## config.mk

```make
export PLATFORM = sky130hd
export DESIGN_NAME = elp_exc_ctrl
export DESIGN_NICKNAME = d
export VERILOG_FILES = /design/src/common/elp_pkg.sv /design/src/rtl/elp_exc_ctrl.sv
export VERILOG_INCLUDE_DIRS = /design/src /design/src/common
export SDC_FILE = /design/constraint.sdc
export NUM_CORES = 1
export LEC_CHECK = 0
export BUFFER_PORTS_ARGS = -buffer_cell sky130_fd_sc_hd__buf_2
export CAP_MARGIN = 20
export CORE_MARGIN = 1
export CORE_UTILIZATION = 25
export CTS_BUF_LIST = sky130_fd_sc_hd__clkbuf_8
export CTS_CLUSTER_SIZE = 20
export DETAILED_ROUTE_END_ITERATION = 10
export PLACE_DENSITY = 0.55
export SYNTH_ARGS = -nofsm -noshare
export SYNTH_HDL_FRONTEND = slang
export SYNTH_SLANG_ARGS = --single-unit
```

## constraint.sdc

```tcl
create_clock -name ref_clk_i -period 3.7 [get_ports ref_clk_i]
set_input_delay 1.11 -clock ref_clk_i [delete_from_list [all_inputs] [get_ports ref_clk_i]]
set_output_delay 1.11 -clock ref_clk_i [all_outputs]
set_load 0.05 [all_outputs]
```

## src/common/elp_params.svh

```systemverilog
`ifndef ELP_PARAMS_SVH
`define ELP_PARAMS_SVH
`define ELP_AW          4
`define ELP_DW          8
`define ELP_NIRQ        8
`define ELP_IDXW        3
`define ELP_ADDR_BSR    4'h0
`define ELP_ADDR_BFCR   4'h1
`define ELP_ADDR_OPT    4'h2
`define ELP_ADDR_IEN    4'h3
`define ELP_ADDR_STAT   4'h4
`define ELP_BIT_BELP    1
`define ELP_BIT_BREAK_FLAG_CLEAR_ENABLE    7
`define ELP_BIT_WDD     0
`define ELP_BIT_SSR     7
`define ELP_OPT_RST     8'h00
`define ELP_IEN_RST     8'h00
`define ELP_CNTW        12
`define ELP_REC_LONG    12'hFFF
`define ELP_REC_SHORT   12'h01F
`define ELP_DIVW        2
`define ELP_DIV_LAST    2'h3
`define ELP_VECW        4
`define ELP_VEC_RESET   4'hF
`define ELP_VEC_SWI     4'hE
`define ELP_VEC_IRQ0    4'hD
`endif

```

## src/common/elp_pkg.sv

```systemverilog
package elp_pkg;
    typedef enum logic [2:0] {
        ST_RUN   = 3'b000,
        ST_WAIT  = 3'b001,
        ST_STOP  = 3'b010,
        ST_SREC  = 3'b011,
        ST_ENTRY = 3'b100
    } elp_state_t;

    // core status, valid while the bus clock enable is high
    typedef struct packed {
        logic instr_done;
        logic ibit;
        logic software_interrupt_instr;
        logic wait_op;
        logic stop_op;
        logic return_from_interrupt_instr;
        logic vec_ack;
    } elp_cpu_stat_t;

    typedef struct packed {
        logic       entry;
        logic       set_ibit;
        logic       clr_ibit;
        logic       push_pc_dec;
        logic       push_h;
        logic       break_state;
        logic [3:0] vec;
    } elp_cpu_ctl_t;
endpackage

```

## src/rtl/elp_exc_ctrl.sv

```systemverilog
// Design decisions made here: strobed register access and the register addresses.
`timescale 1ns/1ps
`include "elp_params.svh"
// Operation
// - on entry the core stacks registers and sets i; return restores them
// - latch pending interrupts, arbitrate at entry, give vector select constant
// - a latched interrupt holds until serviced, whatever arrives later
// - hardware interrupts are examined only at instruction completion
// - service only with i clear and source enabled, else continue
// - among several pending, highest priority served first
// - interrupt still pending at return is served before next instruction
// - interrupt entry never stacks the index high register
// - software interrupt ignores the i bit
// - software interrupt stacks pc, hardware interrupt stacks pc minus one
// - reset outranks every interrupt and is not arbitrated
// - break request forces a fetch from the software interrupt vector
// - with clear enable low, flags elsewhere stay set during break
// - with clear enable high, normal clearing works and sticks
// - two-step clears stay blocked in break, second step after break clears
// - wait or stop clears i and holds the core unclocked
// - wait stops core clocks, peripherals run, enabled interrupt wakes
// - wait wake stacking starts at the first bus edge that sees the enabled interrupt
// - reset or break ends wait; break in wait sets exit flag
// - watchdog runs through wait when its disable bit is zero
// - stop clears counter, gates both generator outputs; irq, reset, break exit
// - stacking after stop waits 4096 or 32 reference cycles
// - exit flag cleared by writing zero or by any reset
// - clear enable one allows, zero blocks flag clearing in break
module elp_exc_ctrl (
    input  wire logic                   ref_clk_i,
    input  wire logic                   rst_n_i,
    input  wire logic [`ELP_AW-1:0]     bus_addr_i,
    input  wire logic [`ELP_DW-1:0]     bus_wdata_i,
    input  wire logic                   bus_wr_i,
    input  wire logic                   bus_rd_i,
    output logic      [`ELP_DW-1:0]     bus_rdata_o,
    input  wire elp_pkg::elp_cpu_stat_t cpu_stat_i,
    output elp_pkg::elp_cpu_ctl_t       cpu_ctl_o,
    input  wire logic [`ELP_NIRQ-1:0]   irq_i,
    input  wire logic                   brk_req_i,
    input  wire logic                   reset_req_i,
    output logic                        bus_clk_en_o,
    output logic                        cpu_clk_en_o,
    output logic                        periph_clk_en_o,
    output logic                        xtal_clk_en_o,
    output logic                        gen_bus_clk_out_en_o,
    output logic      [`ELP_CNTW-1:0]   sim_cnt_o,
    output logic                        flag_clear_allow_o,
    output logic                        watchdog_run_o
);
    import elp_pkg::*;

    elp_state_t              state;
    elp_state_t              next_state;
    logic [`ELP_DIVW-1:0]    div;
    logic                    bus_en;
    logic [`ELP_CNTW-1:0]    cnt;
    logic                    latched;
    logic [`ELP_IDXW-1:0]    lidx;
    logic                    brk_active;
    logic                    exit_flag;
    logic                    break_flag_clear_enable;
    logic                    wdd;
    logic                    ssr;
    logic [`ELP_NIRQ-1:0]    ien;
    logic [`ELP_NIRQ-1:0]    pend;
    logic [`ELP_IDXW-1:0]    win_idx;
    logic                    wake_brk;
    logic                    rec_done;
    logic                    take_hw;
    logic                    take_swi;
    logic                    take_brk;
    elp_cpu_ctl_t            next_ctl;

    // lowest index wins
    function automatic logic [`ELP_IDXW-1:0] prio(input logic [`ELP_NIRQ-1:0] p);
        logic [`ELP_IDXW-1:0] r;
        r = '0;
        for (int i = `ELP_NIRQ-1; i >= 0; i--) begin
            if (p[i]) begin
                r = i[`ELP_IDXW-1:0];
            end
        end
        return r;
    endfunction

    function automatic logic [`ELP_VECW-1:0] irq_vec(input logic [`ELP_IDXW-1:0] idx);
        return `ELP_VEC_IRQ0 - {1'b0, idx};
    endfunction

    // bus rate enable, a quarter of the reference rate
    always_ff @(posedge ref_clk_i or negedge rst_n_i) begin
        if (!rst_n_i) begin
            div <= '0;
        end else begin
            div <= div + 1'b1;
        end
    end
    assign bus_en = (div == `ELP_DIV_LAST);

    assign pend     = irq_i & ien;
    assign win_idx  = latched ? lidx : prio(pend);
    assign rec_done = (state == ST_SREC) &&
                      (cnt == (ssr ? `ELP_REC_SHORT : `ELP_REC_LONG));

    // swi and hardware decisions only at instruction completion; break is taken at any bus edge
    assign take_brk = brk_req_i;
    assign take_swi = cpu_stat_i.instr_done && cpu_stat_i.software_interrupt_instr;
    assign take_hw  = cpu_stat_i.instr_done && !cpu_stat_i.ibit &&
                      (latched || (|pend));

    always_comb begin
        next_state = state;
        case (state)
            ST_RUN: begin
                if (bus_en) begin
                    if (take_brk || take_swi || take_hw) begin
                        next_state = ST_ENTRY;
                    end else if (cpu_stat_i.instr_done && cpu_stat_i.stop_op) begin
                        next_state = ST_STOP;
                    end else if (cpu_stat_i.instr_done && cpu_stat_i.wait_op) begin
                        next_state = ST_WAIT;
                    end
                end
            end
            ST_WAIT: begin
                if (bus_en && (take_brk || (|pend))) begin
                    next_state = ST_ENTRY;
                end
            end
            ST_STOP: begin
                if (take_brk || (|pend)) begin
                    next_state = ST_SREC;
                end
            end
            ST_SREC: begin
                if (rec_done) begin
                    next_state = ST_ENTRY;
                end
            end
            ST_ENTRY: begin
                if (bus_en) begin
                    next_state = ST_RUN;
                end
            end
            default: begin
                next_state = ST_RUN;
            end
        endcase
    end

    always_ff @(posedge ref_clk_i or negedge rst_n_i) begin
        if (!rst_n_i) begin
            state <= ST_RUN;
        end else if (reset_req_i) begin
            state <= ST_RUN;
        end else begin
            state <= next_state;
        end
    end

    // break seen while stopped is remembered until the core is back in run
    always_ff @(posedge ref_clk_i or negedge rst_n_i) begin
        if (!rst_n_i) begin
            wake_brk <= 1'b0;
        end else if (reset_req_i || state == ST_RUN) begin
            wake_brk <= 1'b0;
        end else if (state == ST_STOP && take_brk) begin
            wake_brk <= 1'b1;
        end
    end

    // counter held clear in stop, free running otherwise
    always_ff @(posedge ref_clk_i or negedge rst_n_i) begin
        if (!rst_n_i) begin
            cnt <= '0;
        end else if (state == ST_STOP || (next_state == ST_STOP && !reset_req_i)) begin
            cnt <= '0;
        end else begin
            cnt <= cnt + 1'b1;
        end
    end

    always_ff @(posedge ref_clk_i or negedge rst_n_i) begin
        if (!rst_n_i) begin
            latched <= 1'b0;
            lidx    <= '0;
        end else if (reset_req_i) begin
            latched <= 1'b0;
        end else if (bus_en && (cpu_stat_i.vec_ack || cpu_stat_i.return_from_interrupt_instr)) begin
            latched <= 1'b0;
        end else if (bus_en && !latched && (|pend) && !cpu_stat_i.ibit &&
                     (cpu_stat_i.instr_done || state == ST_WAIT)) begin
            latched <= 1'b1;
            lidx    <= prio(pend);
        end
    end

    // entry command, built when the entry state is chosen
    always_comb begin
        next_ctl             = cpu_ctl_o;
        next_ctl.entry       = 1'b0;
        next_ctl.set_ibit    = 1'b0;
        next_ctl.clr_ibit    = 1'b0;
        next_ctl.push_h      = 1'b0;
        next_ctl.break_state = brk_active;
        if (next_state == ST_ENTRY && state != ST_ENTRY) begin
            next_ctl.entry       = 1'b1;
            next_ctl.set_ibit    = 1'b1;
            if (take_brk || (state == ST_SREC && wake_brk)) begin
                next_ctl.vec         = `ELP_VEC_SWI;
                next_ctl.push_pc_dec = 1'b0;
                next_ctl.break_state = 1'b1;
            end else if (state == ST_RUN && take_swi) begin
                next_ctl.vec         = `ELP_VEC_SWI;
                next_ctl.push_pc_dec = 1'b0;
            end else begin
                next_ctl.vec         = irq_vec(win_idx);
                next_ctl.push_pc_dec = 1'b1;
            end
        end else if (state == ST_ENTRY) begin
            next_ctl.entry    = 1'b1;
            next_ctl.set_ibit = 1'b1;
        end else if (next_state == ST_WAIT || next_state == ST_STOP) begin
            next_ctl.clr_ibit = (state == ST_RUN);
        end
    end

    always_ff @(posedge ref_clk_i or negedge rst_n_i) begin
        if (!rst_n_i) begin
            cpu_ctl_o     <= '0;
            cpu_ctl_o.vec <= `ELP_VEC_RESET;
        end else if (reset_req_i) begin
            cpu_ctl_o     <= '0;
            cpu_ctl_o.vec <= `ELP_VEC_RESET;
        end else begin
            cpu_ctl_o <= next_ctl;
        end
    end

    // break state lasts until the return from the break routine
    always_ff @(posedge ref_clk_i or negedge rst_n_i) begin
        if (!rst_n_i) begin
            brk_active <= 1'b0;
        end else if (reset_req_i) begin
            brk_active <= 1'b0;
        end else if (next_ctl.entry && next_ctl.break_state && state != ST_ENTRY) begin
            brk_active <= 1'b1;
        end else if (bus_en && cpu_stat_i.return_from_interrupt_instr) begin
            brk_active <= 1'b0;
        end
    end

    // exit flag: set wins over a software clear in the same cycle
    always_ff @(posedge ref_clk_i or negedge rst_n_i) begin
        if (!rst_n_i) begin
            exit_flag <= 1'b0;
        end else if (reset_req_i) begin
            exit_flag <= 1'b0;
        end else if (take_brk && (state == ST_WAIT || state == ST_STOP)) begin
            exit_flag <= 1'b1;
        end else if (bus_wr_i && bus_addr_i == `ELP_ADDR_BSR &&
                     !bus_wdata_i[`ELP_BIT_BELP]) begin
            exit_flag <= 1'b0;
        end
    end

    always_ff @(posedge ref_clk_i or negedge rst_n_i) begin
        if (!rst_n_i) begin
            break_flag_clear_enable <= 1'b0;
            wdd  <= 1'(`ELP_OPT_RST >> `ELP_BIT_WDD);
            ssr  <= 1'(`ELP_OPT_RST >> `ELP_BIT_SSR);
            ien  <= `ELP_IEN_RST;
        end else if (bus_wr_i) begin
            case (bus_addr_i)
                `ELP_ADDR_BFCR: begin
                    break_flag_clear_enable <= bus_wdata_i[`ELP_BIT_BREAK_FLAG_CLEAR_ENABLE];
                end
                `ELP_ADDR_OPT: begin
                    wdd <= bus_wdata_i[`ELP_BIT_WDD];
                    ssr <= bus_wdata_i[`ELP_BIT_SSR];
                end
                `ELP_ADDR_IEN: begin
                    ien <= bus_wdata_i;
                end
                default: begin
                end
            endcase
        end
    end

    // read data valid only in the cycle after the strobe
    always_ff @(posedge ref_clk_i or negedge rst_n_i) begin
        if (!rst_n_i) begin
            bus_rdata_o <= '0;
        end else if (bus_rd_i) begin
            case (bus_addr_i)
                `ELP_ADDR_BSR:  bus_rdata_o <= `ELP_DW'(exit_flag) << `ELP_BIT_BELP;
                `ELP_ADDR_BFCR: bus_rdata_o <= `ELP_DW'(break_flag_clear_enable) << `ELP_BIT_BREAK_FLAG_CLEAR_ENABLE;
                `ELP_ADDR_OPT:  bus_rdata_o <= (`ELP_DW'(ssr) << `ELP_BIT_SSR) |
                                               (`ELP_DW'(wdd) << `ELP_BIT_WDD);
                `ELP_ADDR_IEN:  bus_rdata_o <= ien;
                `ELP_ADDR_STAT: bus_rdata_o <= {state, latched, brk_active, lidx};
                default:        bus_rdata_o <= '0;
            endcase
        end else begin
            bus_rdata_o <= '0;
        end
    end

    // status modules outside hold clears off unless enabled in break;
    // they also gate the second step of a two-step clear with this
    assign flag_clear_allow_o = !brk_active || break_flag_clear_enable;

    assign bus_clk_en_o         = bus_en;
    assign cpu_clk_en_o         = bus_en && (state == ST_RUN || state == ST_ENTRY);
    assign periph_clk_en_o      = bus_en && (state == ST_RUN || state == ST_ENTRY ||
                                             state == ST_WAIT);
    assign xtal_clk_en_o        = (state != ST_STOP);
    assign gen_bus_clk_out_en_o = (state != ST_STOP) && (state != ST_SREC);
    assign watchdog_run_o       = !wdd && (state != ST_STOP) && (state != ST_SREC);
    assign sim_cnt_o            = cnt;

endmodule // elp_exc_ctrl

```

* Word level (Yosys, flattened, before mapping)
Cells that the tools add are included.
** Word-level totals
- Flip-flop bits (word level) :: 53
- Logic and storage cells :: 150
** Operators by class
- Bitwise logic cells :: 4
- Multiplexer cells :: 47
- Equality and inequality tests :: 16
- Reductions and logical operators :: 60
- Add/sub/neg operators :: 3
** Operators with widths (number)
- two-way mux 3 bit :: 18
- case mux 8 bit (5 select lines) :: 1
- logical AND 1 bit :: 28
- two-way mux 12 bit :: 2
- two-way mux 1 bit :: 18
- case mux 3 bit (5 select lines) :: 1
- logical OR 1 bit :: 14
- adder 12 x 1 -> 12 bit (second input constant) :: 1
- equality test 12 bit :: 1
- two-way mux 10 bit :: 1
- equality test 3 x 2 -> 1 bit (second input constant) :: 3
- nonzero test 3 bit :: 3
- bitwise AND 8 bit :: 1
- equality test 4 x 2 -> 1 bit (second input constant) :: 2
- two-way mux 4 bit :: 2
- two-way mux 8 bit :: 1
- OR 8 x 1 -> 8 bit :: 1
- OR reduction 8 bit :: 1
- equality test 3 x 1 -> 1 bit (second input constant) :: 2
- equality test 3 bit (second input constant) :: 2
- zero test 1 bit :: 6
- != test 3 x 2 -> 1 bit (second input constant) :: 2
- AND reduction 2 bit :: 3
- two-way mux 5 bit :: 1
- 12 further kinds :: 15

* Longest topological paths before layout
Gate-level depths: netlist of run 1.
- Word-level depth :: 18
- Depth in mapped cells :: 8
- Mapped depth without buffers :: 7

* Worst setup path before layout of run 1
No wires, ideal clock.
- Kind :: reg2out
- Start point :: reg div[0]
- End point :: out periph_clk_en_o
- Buffers on the path :: 0
- Data arrival time :: 1727 ps
- Data required time :: 2590 ps
- Stages on the path, launching flop included :: 4
- Path slack :: 863 ps
- Cell sequence :: dfrtp_1 ha_1 nand2b_1 a21oi_1
** On the way
- Cells in the longest elaborated chain, start to end :: 2
** Ends and longest elaborated chain
- from (decl) :: RTL line elp_exc_ctrl.sv:55 : logic [`ELP_DIVW-1:0] div;
- from (signal assigned) :: RTL line elp_exc_ctrl.sv:96 : div <= div + 1'b1;
- equality test 2 bit (no source line)
- via bus_clk_en_o :: RTL line elp_exc_ctrl.sv:42 : output logic bus_clk_en_o,
- logical AND 1 bit :: RTL line elp_exc_ctrl.sv:317 : assign periph_clk_en_o = bus_en && (state == ST_RUN || state == ST_ENTRY ||
- to (decl) :: RTL line elp_exc_ctrl.sv:44 : output logic periph_clk_en_o,
The timed path passes the listed nets, and every way through them passes these cells.

* Final worst setup path of run 1
- Start point :: reg state[1]
- End point :: out xtal_clk_en_o
** On the way
- Cells in the longest elaborated chain, start to end :: 1
** Ends and longest elaborated chain
- from (decl) :: RTL line elp_exc_ctrl.sv:53 : elp_state_t state;
- from (signal assigned) :: RTL line elp_exc_ctrl.sv:158 : state <= next_state;
- != test 3 x 2 -> 1 bit :: RTL line elp_exc_ctrl.sv:319 : assign xtal_clk_en_o = (state != ST_STOP);
- to (decl) :: RTL line elp_exc_ctrl.sv:45 : output logic xtal_clk_en_o,
Every way passes these cells.

==> flow_metrics.py, run 1 <==
metrics = {
    "finish": {
        "diodes": 0,
        "layout.nets": 371,
        "final_common_cell": "buf_2",
        "area_delta_synth_final_pct": 19.3,
        "mostFrequentLayoutCells": "buf_2, dfrtp_1, nor2_1",
        "drive_gt1_frac": 0.315,
        "fillers": 1148,
        "stdcell_area_sq_mm": 0.00334,
    },
    "setup_path": {
        "cpLargestDelayFamily": "flip-flops",
        "cp.required_ns": 2.59,
        "arrival_ns": 1.66,
        "path_cells": "inv_1, nor2_2, nand2b_1, buf_2",
        "crit_path_max_fanout": 7,
        "crit_type": "reg -> out",
        "rrSetupSlack_ns": 1.34,
        "timing.critical_path.buf_inv": 2,
        "endpoint_kind": "primary output",
        "cpMaxStageDelayCell": "dfrtp_1",
        "cpPeakStageDelay_ns": 0.52,
        "cp-start-kind": "flop",
    },
    "sta": {
        "setup-violations-final": 0,
        "grt_setup_unrepaired": "false",
        "fin_crit_sh": 0.750,
        "tns_ns": 0,
        "report.final.slew_viol_count": 0,
        "hold_violations": 0,
        "tightest_slew_ns": 0.972,
        "fmaxAchievable_ghz": 0.360,
        "max-slew-margin-rel": 0.349,
        "skew_ns": 0.0156,
        "fin_crit_ns": 2.77,
    },
    "global_routing": {
        "grtUsageTotal": 0.130,
        "grt_antenna_before_repair": 0,
        "first_global_vias": 2248,
        "grt_max_degree": 35,
        "overflow": 0,
        "grt_pass1_wl_microns": 11700,
    },
    "synth": {
        "syn_inst": 270,
        "syn_nets": 306,
        "syn-mean-instance-area_sq_um": 10.4,
        "ys_warn_count": 0,
        "synth_async_sr_flop_share": 1.00,
        "ys_ff_latch": 51,
        "synth_flop_cell": "dfrtp_1",
        "synthesis.area_sq_mm": 0.00280,
        "synth_cell_types": 57,
        "synth_edf_count": 0,
        "yosysSeqAreaShare": 0.458,
    },
    "die": {
        "dieArea_sq_mm": 0.0116,
        "core_sq_mm": 0.0109,
        "die_h_microns": 108,
        "start_util": 0.257,
        "row_count": 38,
        "die_w_microns": 108,
        "ios": 70,
    },
    "detailed_routing": {
        "routed_via_density": 4.78,
        "wire_per_inst_microns": 14.8,
        "wl_microns": 7060,
        "ant_nets": 0,
        "drc": 0,
        "vias": 2274,
        "drt_iter0_markers": 108,
        "firstDrtPassIters": 5,
    },
    "cts": {
        "cts_resized": 0,
        "cts_made_buffers": 5,
        "postCtsHoldBufs": 0,
        "root_buffer": "clkbuf_8",
        "postCtsSetupBuffers": 0,
        "cts_num_sinks": 51,
        "cts_max_path_buffers": 2,
        "path_clk_slew_ns": 0.10,
        "cts_htree_levels": 2,
        "cts_tree": "yes",
        "clk_latency_ns": 0.31,
    },
    "outcome": {
        "run_status": "finished clean",
    },
    "worst_hold_path": {
        "hold_path.class": "reg -> reg",
    },
    "power_and_ir_drop": {
        "peakVddDrop_mv": 0.168,
        "power_density_mw_per_mm2": 471,
        "p_leak_nw": 1.53,
    },
    "place": {
        "routabilityCongestion": 0.803,
        "io_buffers": 68,
        "dpl.hpwl_microns": 5430,
        "placed_area_sq_mm": 0.00325,
    },
    "flow_run": {
        "maxCapViolCount": 0,
    },
}
==> cell families after synthesis <==
group                      Yosys count  synth area share
muxes                               15            0.0590
and+or+nand+nor                     99             0.195
DFF                                 51             0.458
buffers and inverters               20            0.0389
xor gates and xnor gates            10            0.0313
AOI/OAI and AO/OA                   71             0.203
other                                1           0.00134
adders and majority gates            3            0.0134
==> state kept, by name, summed over array words and instances, names as in the netlist, 2 cells and up <==
signal	count
bus_rdata_o	8
cpu_ctl_o	8
div	2
ien	8
lidx	3
sim_cnt_o	12
state	3
==> through the flow <==
step | instances | setup WS [ns] | power [mW] | util | hold WS (ns)
5_1_grt | 476 | 0.757 | 1.67 | 0.307 | 0.473
6_report | 476 | 0.926 | 1.57 | 0.307 | 0.425
3_5_place_dp | 468 | 0.691 | 1.27 | 0.299 | 0.419
2_1_floorplan | 270 | 0.863 | 1.11 | - | 0.401
4_1_cts | 476 | 0.862 | 1.60 | 0.307 | 0.432
3_3_place_gp | 468 | 0.752 | 1.26 | 0.299 | 0.411
==> path summary, 6_finish.rpt <==
kind / start / end / cells after the start
worst min-delay path: div[0] / div[0] / 1
worst max-delay path: state[1] / xtal_clk_en_o / 4
worst min register to register: div[0] / div[0] / 1
worst max register to register: div[0] / lidx[0] / 7
max in group asynchronous: rst_n_i / bus_rdata_o[2] / 2
min in group asynchronous: rst_n_i / sim_cnt_o[4] / 1
==> area by class of cell <==
type,count,area [sq um],area share
clock inverters,3,16.3,0.00487
multi-input cells,199,1410,0.422
clock buffers,5,68.8,0.0206
well taps,140,175,0.0525
repair buffers,71,363,0.109
flip-flops and latches,51,1280,0.384
inverters,7,26.3,0.00787
==> per-layer routing <==
metal  part of all wire  vias up  track usage  wire length (microns)
met5                  0        -            0                      0
met4              0.016        0       0.0362                    116
met3              0.037       10       0.0236                    260
met2               0.46       57        0.202                   3270
met1               0.48     1094        0.184                   3410
li1                   -     1113            -                      -
==> cells in the mapped netlist (all sizes together) (3+ instances only) <==
| cell type | n | area, sq um |
|---|---|---|
| buf | 8 | 63.8 |
| a31oi | 4 | 25.0 |
| nand2 | 26 | 97.6 |
| nand2b | 6 | 37.5 |
| a21o | 4 | 30.0 |
| dfstp | 4 | 105 |
| nand4 | 4 | 40.0 |
| nor3 | 5 | 41.3 |
| dfrtp | 47 | 1180 |
| nand3 | 4 | 20.0 |
| and4 | 4 | 35.0 |
| mux2 | 12 | 135 |
| mux2i | 3 | 30.0 |
| a22oi | 11 | 129 |
| a21oi | 17 | 85.1 |
| clkbuf | 5 | 18.8 |
| xnor2 | 5 | 43.8 |
| inv | 7 | 26.3 |
| nor4 | 3 | 25.0 |
| a211oi | 11 | 123 |
| xor2 | 5 | 43.8 |
| and3 | 3 | 18.8 |
| o211ai | 3 | 22.5 |
| ha | 3 | 37.5 |
| o21ai | 10 | 50.1 |
| nor2 | 31 | 119 |
==> where the power goes <==
group,leakage (nW),switching [mW],internal [mW],total (mW)
clock,0.0453,0.190,0.130,0.321
combinational,0.821,0.342,0.176,0.518
sequential,0.660,0.0982,0.635,0.733
Power figures use the tool's default switching activity.
==> inputs of run 2 (changes only) <==
==> constraint.sdc (replaced) <==
create_clock -name ref_clk_i -period 2.6 [get_ports ref_clk_i]
set_input_delay 0.78 -clock ref_clk_i [delete_from_list [all_inputs] [get_ports ref_clk_i]]
set_output_delay 0.78 -clock ref_clk_i [all_outputs]
set_load 0.05 [all_outputs]
==> run 2 against run 1 <==
Via count is 1.4% higher. Clock-buffer cell count up 2. Clock skew shrank 0.0028 ns. Final cell count rose by 1.7%. Critical endpoint unchanged. Largest power group unchanged. Highest routed layer unchanged.
==> flow_metrics.py, run 2 (synthesized netlist as in run 1, its figures left out) <==
metrics = {
    "outcome": {
        "run_status": "finished clean",
    },
    "finish": {
        "stdcell_count": 484,
        "diodes": 0,
        "stdcell_area_sq_mm": 0.00343,
        "largest_reg_flops": 12,
        "multi_input_area_sq_mm": 0.00141,
        "mostFrequentLayoutCells": "buf_2, dfrtp_1, nor2_1",
        "drive_gt1_frac": 0.331,
        "fillers": 1152,
        "area_delta_synth_final_pct": 22.5,
        "layout.nets": 379,
        "seq_area_sq_mm": 0.00128,
        "final_common_cell": "buf_2",
    },
    "sta": {
        "skew_ns": 0.0128,
        "max-slew-margin-rel": 0.623,
        "grt_setup_unrepaired": "false",
        "tns_ns": 0,
        "setup_slack_ns": 0.151,
        "setup-violations-final": 0,
        "fin_crit_ns": 2.45,
        "tightest_slew_ns": 0.562,
        "hold_violations": 0,
        "fmaxAchievable_ghz": 0.408,
        "report.final.slew_viol_count": 0,
        "fin_crit_sh": 0.942,
    },
    "detailed_routing": {
        "wl_microns": 7360,
        "firstDrtPassIters": 4,
        "ant_nets": 0,
        "routed_via_density": 4.76,
        "vias": 2306,
        "wire_per_inst_microns": 15.2,
        "drc": 0,
        "drt_iter0_markers": 107,
    },
    "setup_path": {
        "arrival_ns": 1.67,
        "cpPeakStageDelay_ns": 0.53,
        "cp.required_ns": 1.82,
        "crit_path_max_fanout": 7,
        "timing.critical_path.buf_inv": 2,
        "cp-start-kind": "flop",
        "crit_type": "reg -> out",
        "crit_cells": 4,
        "cpLargestDelayFamily": "flip-flops",
        "cpMaxStageDelayCell": "dfrtp_1",
        "path_cells": "inv_1, nor2_2, nand2b_1, buf_2",
        "reg2reg_depth": 7,
        "endpoint_kind": "primary output",
    },
    "global_routing": {
        "grt_pass1_wl_microns": 12100,
        "grt_max_degree": 22,
        "grtUsageTotal": 0.134,
        "first_global_vias": 2326,
        "overflow": 0,
        "grt_antenna_before_repair": 0,
    },
    "cts": {
        "cts_tree": "yes",
        "postCtsSetupBuffers": 0,
        "cts_resized": 0,
        "postCtsHoldBufs": 0,
        "cts_htree_levels": 2,
        "root_buffer": "clkbuf_8",
        "cts_max_path_buffers": 2,
        "path_clk_slew_ns": 0.09,
        "clk_latency_ns": 0.31,
        "cts_made_buffers": 5,
        "cts_num_sinks": 51,
    },
    "power_and_ir_drop": {
        "p_clk_frac": 0.219,
        "power_density_mw_per_mm2": 672,
        "pwr-share-seq": 0.455,
        "pwr-share-comb": 0.326,
        "peakVddDrop_mv": 0.229,
        "p_int_mw": 1.40,
        "p_switching_mw": 0.899,
        "power_mw": 2.30,
        "p_sw_frac": 0.390,
        "p_leak_nw": 1.58,
    },
    "die": {
        "ios": 70,
        "start_util": 0.257,
        "die_w_microns": 108,
        "die_h_microns": 108,
        "row_count": 38,
        "core_sq_mm": 0.0109,
        "dieArea_sq_mm": 0.0116,
    },
    "place": {
        "routabilityCongestion": 0.819,
        "pre_cts_ws_ns": 0.0904,
        "placed_area_sq_mm": 0.00333,
        "dpl.hpwl_microns": 5790,
        "io_buffers": 68,
        "dp_cells": 476,
    },
    "worst_hold_path": {
        "hold_path.class": "in -> async",
    },
    "flow_run": {
        "maxCapViolCount": 0,
    },
}
==> run 2: area by class of cell <==
| cell class | instances | area share |
|---|---|---|
| multi-input cells | 199 | 0.411 |
| clock buffers | 7 | 0.0281 |
| clock inverters | 1 | 0.00110 |
| inverters | 7 | 0.00767 |
| repair buffers | 79 | 0.127 |
| flip-flops and latches | 51 | 0.374 |
| well taps | 140 | 0.0511 |
==> run 2: worst paths after layout <==
kind	start	end	slack, ns
worst max-delay path	state[1]	xtal_clk_en_o	0.15
worst min-delay path	rst_n_i	sim_cnt_o[6]	0.43
worst max register to register	sim_cnt_o[7]	cpu_ctl_o[7]	0.46
worst min register to register	div[0]	div[0]	0.43
max in group asynchronous	rst_n_i	cpu_ctl_o[0]	1.50
min in group ref_clk_i	div[0]	div[0]	0.43
==> run 2: routing by layer <==
metal / GRT usage / share of wire / up-vias
met2: 0.218 / 0.48 / 63
met4: 0.0362 / 0.011 / 0
met3: 0.0266 / 0.049 / 7
met5: 0 / 0 / -
li1: - / - / 1131
met1: 0.180 / 0.46 / 1105
==> run 2: stage by stage <==
step           utilization  hold WS (ns)
6_report             0.315         0.425
5_1_grt              0.315         0.466
4_1_cts              0.315         0.431
3_5_place_dp         0.305         0.417
3_3_place_gp         0.305         0.411
2_1_floorplan            -         0.401
==> run 2: power groups by stage <==
stage	sequential (mW)	combinational, mW	clock, mW
floorplan	1.23	0.355	0
global placement	1.06	0.748	0
detailed placement	1.06	0.758	0
CTS	1.05	0.762	0.519
global route	1.07	0.812	0.553
finish	1.05	0.751	0.503
==> run 2: worst register-to-register path, delay by kind of cell, from the launching register on <==
kind,cells,cell delay (ns)
AO/OA/AOI/OAI,4,0.82
AND/OR/NAND/NOR,2,0.53
flip-flops,1,0.46
buffers and inverters,1,0.23
==> inputs of run 3 (changes only) <==
--- a/config.mk
+++ b/config.mk
@@ -6,6 +6,7 @@
 export SDC_FILE = /design/constraint.sdc
 export NUM_CORES = 1
 export LEC_CHECK = 0
+export ABC_AREA = 1
 export BUFFER_PORTS_ARGS = -buffer_cell sky130_fd_sc_hd__buf_2
 export CAP_MARGIN = 20
 export CORE_MARGIN = 1
@@ -13,6 +14,7 @@
 export CTS_BUF_LIST = sky130_fd_sc_hd__clkbuf_8
 export CTS_CLUSTER_SIZE = 20
 export DETAILED_ROUTE_END_ITERATION = 10
+export GPL_ROUTABILITY_DRIVEN = 0
 export PLACE_DENSITY = 0.55
 export SYNTH_ARGS = -nofsm -noshare
 export SYNTH_HDL_FRONTEND = slang
==> run 3 against run 2 <==
Combinational power up 7.5%. Final cell count up 17%. Routed wire length fell by 0.23%. Worst hold slack better by 0.020 ns. Clock skew up 0.0036 ns. Critical endpoint is now periph_clk_en_o. Fmax is 3.9% higher. Core utilization up 0.11 points. Global-route usage is 0.69 points higher. Largest cell class unchanged. Worst setup slack gained 0.092 ns. Sequential power hardly changed. Critical path depth rose by 2. Clock power increased by 12%.
==> flow_metrics.py, run 3 <==
metrics = {
    "outcome": {
        "run_status": "finished clean",
    },
    "sta": {
        "fin_crit_ns": 2.36,
        "fmaxAchievable_ghz": 0.424,
        "fin_crit_sh": 0.907,
        "tightest_slew_ns": 0.635,
        "hold_violations": 0,
        "setup-violations-final": 0,
        "grt_setup_unrepaired": "false",
        "max-slew-margin-rel": 0.577,
        "report.final.slew_viol_count": 0,
        "tns_ns": 0,
        "skew_ns": 0.0164,
    },
    "die": {
        "die_h_microns": 108,
        "dieArea_sq_mm": 0.0117,
        "ios": 70,
        "start_util": 0.258,
        "row_count": 38,
        "core_sq_mm": 0.0109,
        "die_w_microns": 108,
    },
    "setup_path": {
        "endpoint_kind": "primary output",
        "timing.critical_path.buf_inv": 4,
        "cpLargestDelayFamily": "buffers and inverters",
        "path_cells": "inv_2, nand3_1, inv_1, a21oi_1, inv_1, buf_2",
        "cpMaxStageDelayCell": "dfrtp_1",
        "cp_common_cell": "inv_1",
        "crit_path_max_fanout": 6,
        "arrival_ns": 1.58,
        "crit_type": "reg -> out",
        "cp-start-kind": "flop",
        "cpPeakStageDelay_ns": 0.45,
        "cp.required_ns": 1.82,
    },
    "power_and_ir_drop": {
        "power_density_mw_per_mm2": 693,
        "p_sw_frac": 0.398,
        "p_clk_frac": 0.236,
        "p_switching_mw": 0.952,
        "pwr-share-comb": 0.337,
        "power_mw": 2.39,
        "p_leak_nw": 1.75,
        "p_int_mw": 1.44,
        "peakVddDrop_mv": 0.602,
        "pwr-share-seq": 0.427,
    },
    "detailed_routing": {
        "wl_met1_microns": 3320,
        "drt_iter0_markers": 89,
        "highest_layer": "met4",
        "routed_via_density": 4.42,
        "firstDrtPassIters": 4,
        "wl_microns": 7340,
        "wl_met2_microns": 3560,
        "wire_per_inst_microns": 12.9,
        "vias": 2512,
        "ant_nets": 0,
        "drc": 0,
        "wl_met3_microns": 328,
    },
    "place": {
        "io_buffers": 68,
        "dpl.hpwl_microns": 5880,
    },
    "synth": {
        "yosysSeqAreaShare": 0.455,
        "ys_warn_count": 0,
        "synth_cell_types": 36,
        "synth_edf_count": 0,
        "syn_nets": 388,
        "synth_top_area_frac": 0.417,
        "ys_ff_latch": 51,
        "synth.largest_area_cell": "dfrtp_1",
        "syn-mean-instance-area_sq_um": 8.01,
        "syn_inst": 352,
        "synthMostInstantiatedCell": "nand2_1",
        "synth_common_cells": "nand2_1, dfrtp_1, inv_1, nand3_1",
        "synthTopCellsByArea": "dfrtp_1, nand2_1, inv_1",
        "synthesis.area_sq_mm": 0.00282,
        "synth_flop_cell": "dfrtp_1",
        "synth_async_sr_flop_share": 1.00,
    },
    "cts": {
        "cts_max_path_buffers": 2,
        "clk_latency_ns": 0.31,
        "cts_resized": 0,
        "cts_num_sinks": 51,
        "cts_htree_levels": 2,
        "cts_made_buffers": 5,
        "path_clk_slew_ns": 0.10,
        "root_buffer": "clkbuf_8",
        "postCtsSetupBuffers": 0,
        "cts_tree": "yes",
        "postCtsHoldBufs": 0,
    },
    "global_routing": {
        "first_global_vias": 2644,
        "grtUsageTotal": 0.141,
        "grt_antenna_before_repair": 0,
        "grt_pass1_wl_microns": 12800,
        "grt_max_degree": 29,
        "overflow": 0,
    },
    "finish": {
        "drive_gt1_frac": 0.325,
        "area_delta_synth_final_pct": 22.5,
        "final_common_cell": "nand2_1",
        "largest_reg_flops": 12,
        "layout.nets": 463,
        "mostFrequentLayoutCells": "nand2_1, buf_2, dfrtp_1",
        "diodes": 0,
    },
    "worst_hold_path": {
        "hold_path.class": "reg -> reg",
    },
    "flow_run": {
        "maxCapViolCount": 0,
    },
}
==> run 3: cell types whose count changed after synthesis, sizes merged, moves of 6 or more <==
cell,change
nand2,+76
inv,+42
nand3,+29
a211oi,-11
a22oi,-11
nor2,+8
mux2,-7
nand2b,-6
o21ai,+6
==> run 3: through the flow <==
stage,instance area [sq um],setup slack [ns],hold WS (ns),instances,util
finish,3450,0.243,0.445,568,0.316
global route,3450,0.0918,0.472,568,0.316
CTS,3450,0.245,0.452,568,0.316
detailed placement,3340,0.312,0.437,560,0.305
global placement,3340,0.366,0.412,560,0.305
floorplan,2820,0.0494,0.401,352,-
==> run 3: worst register-to-register path, cell delays in order, from the launching register on <==
cell	delay, ns
dfrtp_1	0.41
ha_1	0.20
nand2_1	0.09
nor2_2	0.20
nand2_2	0.10
nand2_2	0.08
nand3_2	0.07
nor2_2	0.14
nand3_2	0.09
nand2_2	0.30
nor2_1	0.09
==> run 3: area by class of cell <==
class                           instances  area, sq um
Multi-Input combinational cell        245         1310
Tap cell                              140          175
Inverter                               50          188
Timing Repair Buffer                   74          385
Fill cell                            1214         7480
Sequential cell                        51         1280
Clock inverter                          3         43.8
Clock buffer                            5         68.8
==> run 3: logic make-up (layout without fill, tap and decap cells) <==
group / count (synthesis) / in the layout / share of synthesized area
XOR/XNOR: 6 / 6 / 0.0186
buffers and inverters: 56 / 132 / 0.0803
adder cells (fa/ha/maj): 3 / 3 / 0.0133
multiplexers: 5 / 5 / 0.0200
AO/OA/AOI/OAI: 45 / 45 / 0.0874
AND/OR/NAND/NOR: 185 / 185 / 0.324
flip-flops: 51 / 51 / 0.455
other: 1 / 1 / 0.00133
==> run 3: final timing paths <==
check	cells after the start	slack (ns)	start	endpoint
setup reg to reg	10	0.71	sim_cnt_o[0]	sim_cnt_o[11]
setup / recovery	6	0.24	state[2]	periph_clk_en_o
max in group asynchronous	2	1.44	rst_n_i	cpu_ctl_o[3]
hold reg to reg	1	0.45	div[0]	div[0]
min in group asynchronous	1	0.47	rst_n_i	bus_rdata_o[3]
hold / removal	1	0.45	div[0]	div[0]
==> run 3: power groups by stage <==
stage / clock (mW) / sequential (mW) / combinational [mW]
global placement: 0 / 1.03 / 0.801
global route: 0.619 / 1.04 / 0.892
CTS: 0.596 / 1.02 / 0.817
floorplan: 0 / 1.23 / 0.397
detailed placement: 0 / 1.04 / 0.814
finish: 0.565 / 1.02 / 0.807
==> run 3: metal layers <==
metal / global-route usage / vias to the layer above
met5: 0 / -
met4: 0.0460 / 0
met3: 0.0265 / 12
met2: 0.242 / 55
met1: 0.177 / 1177
li1: - / 1268
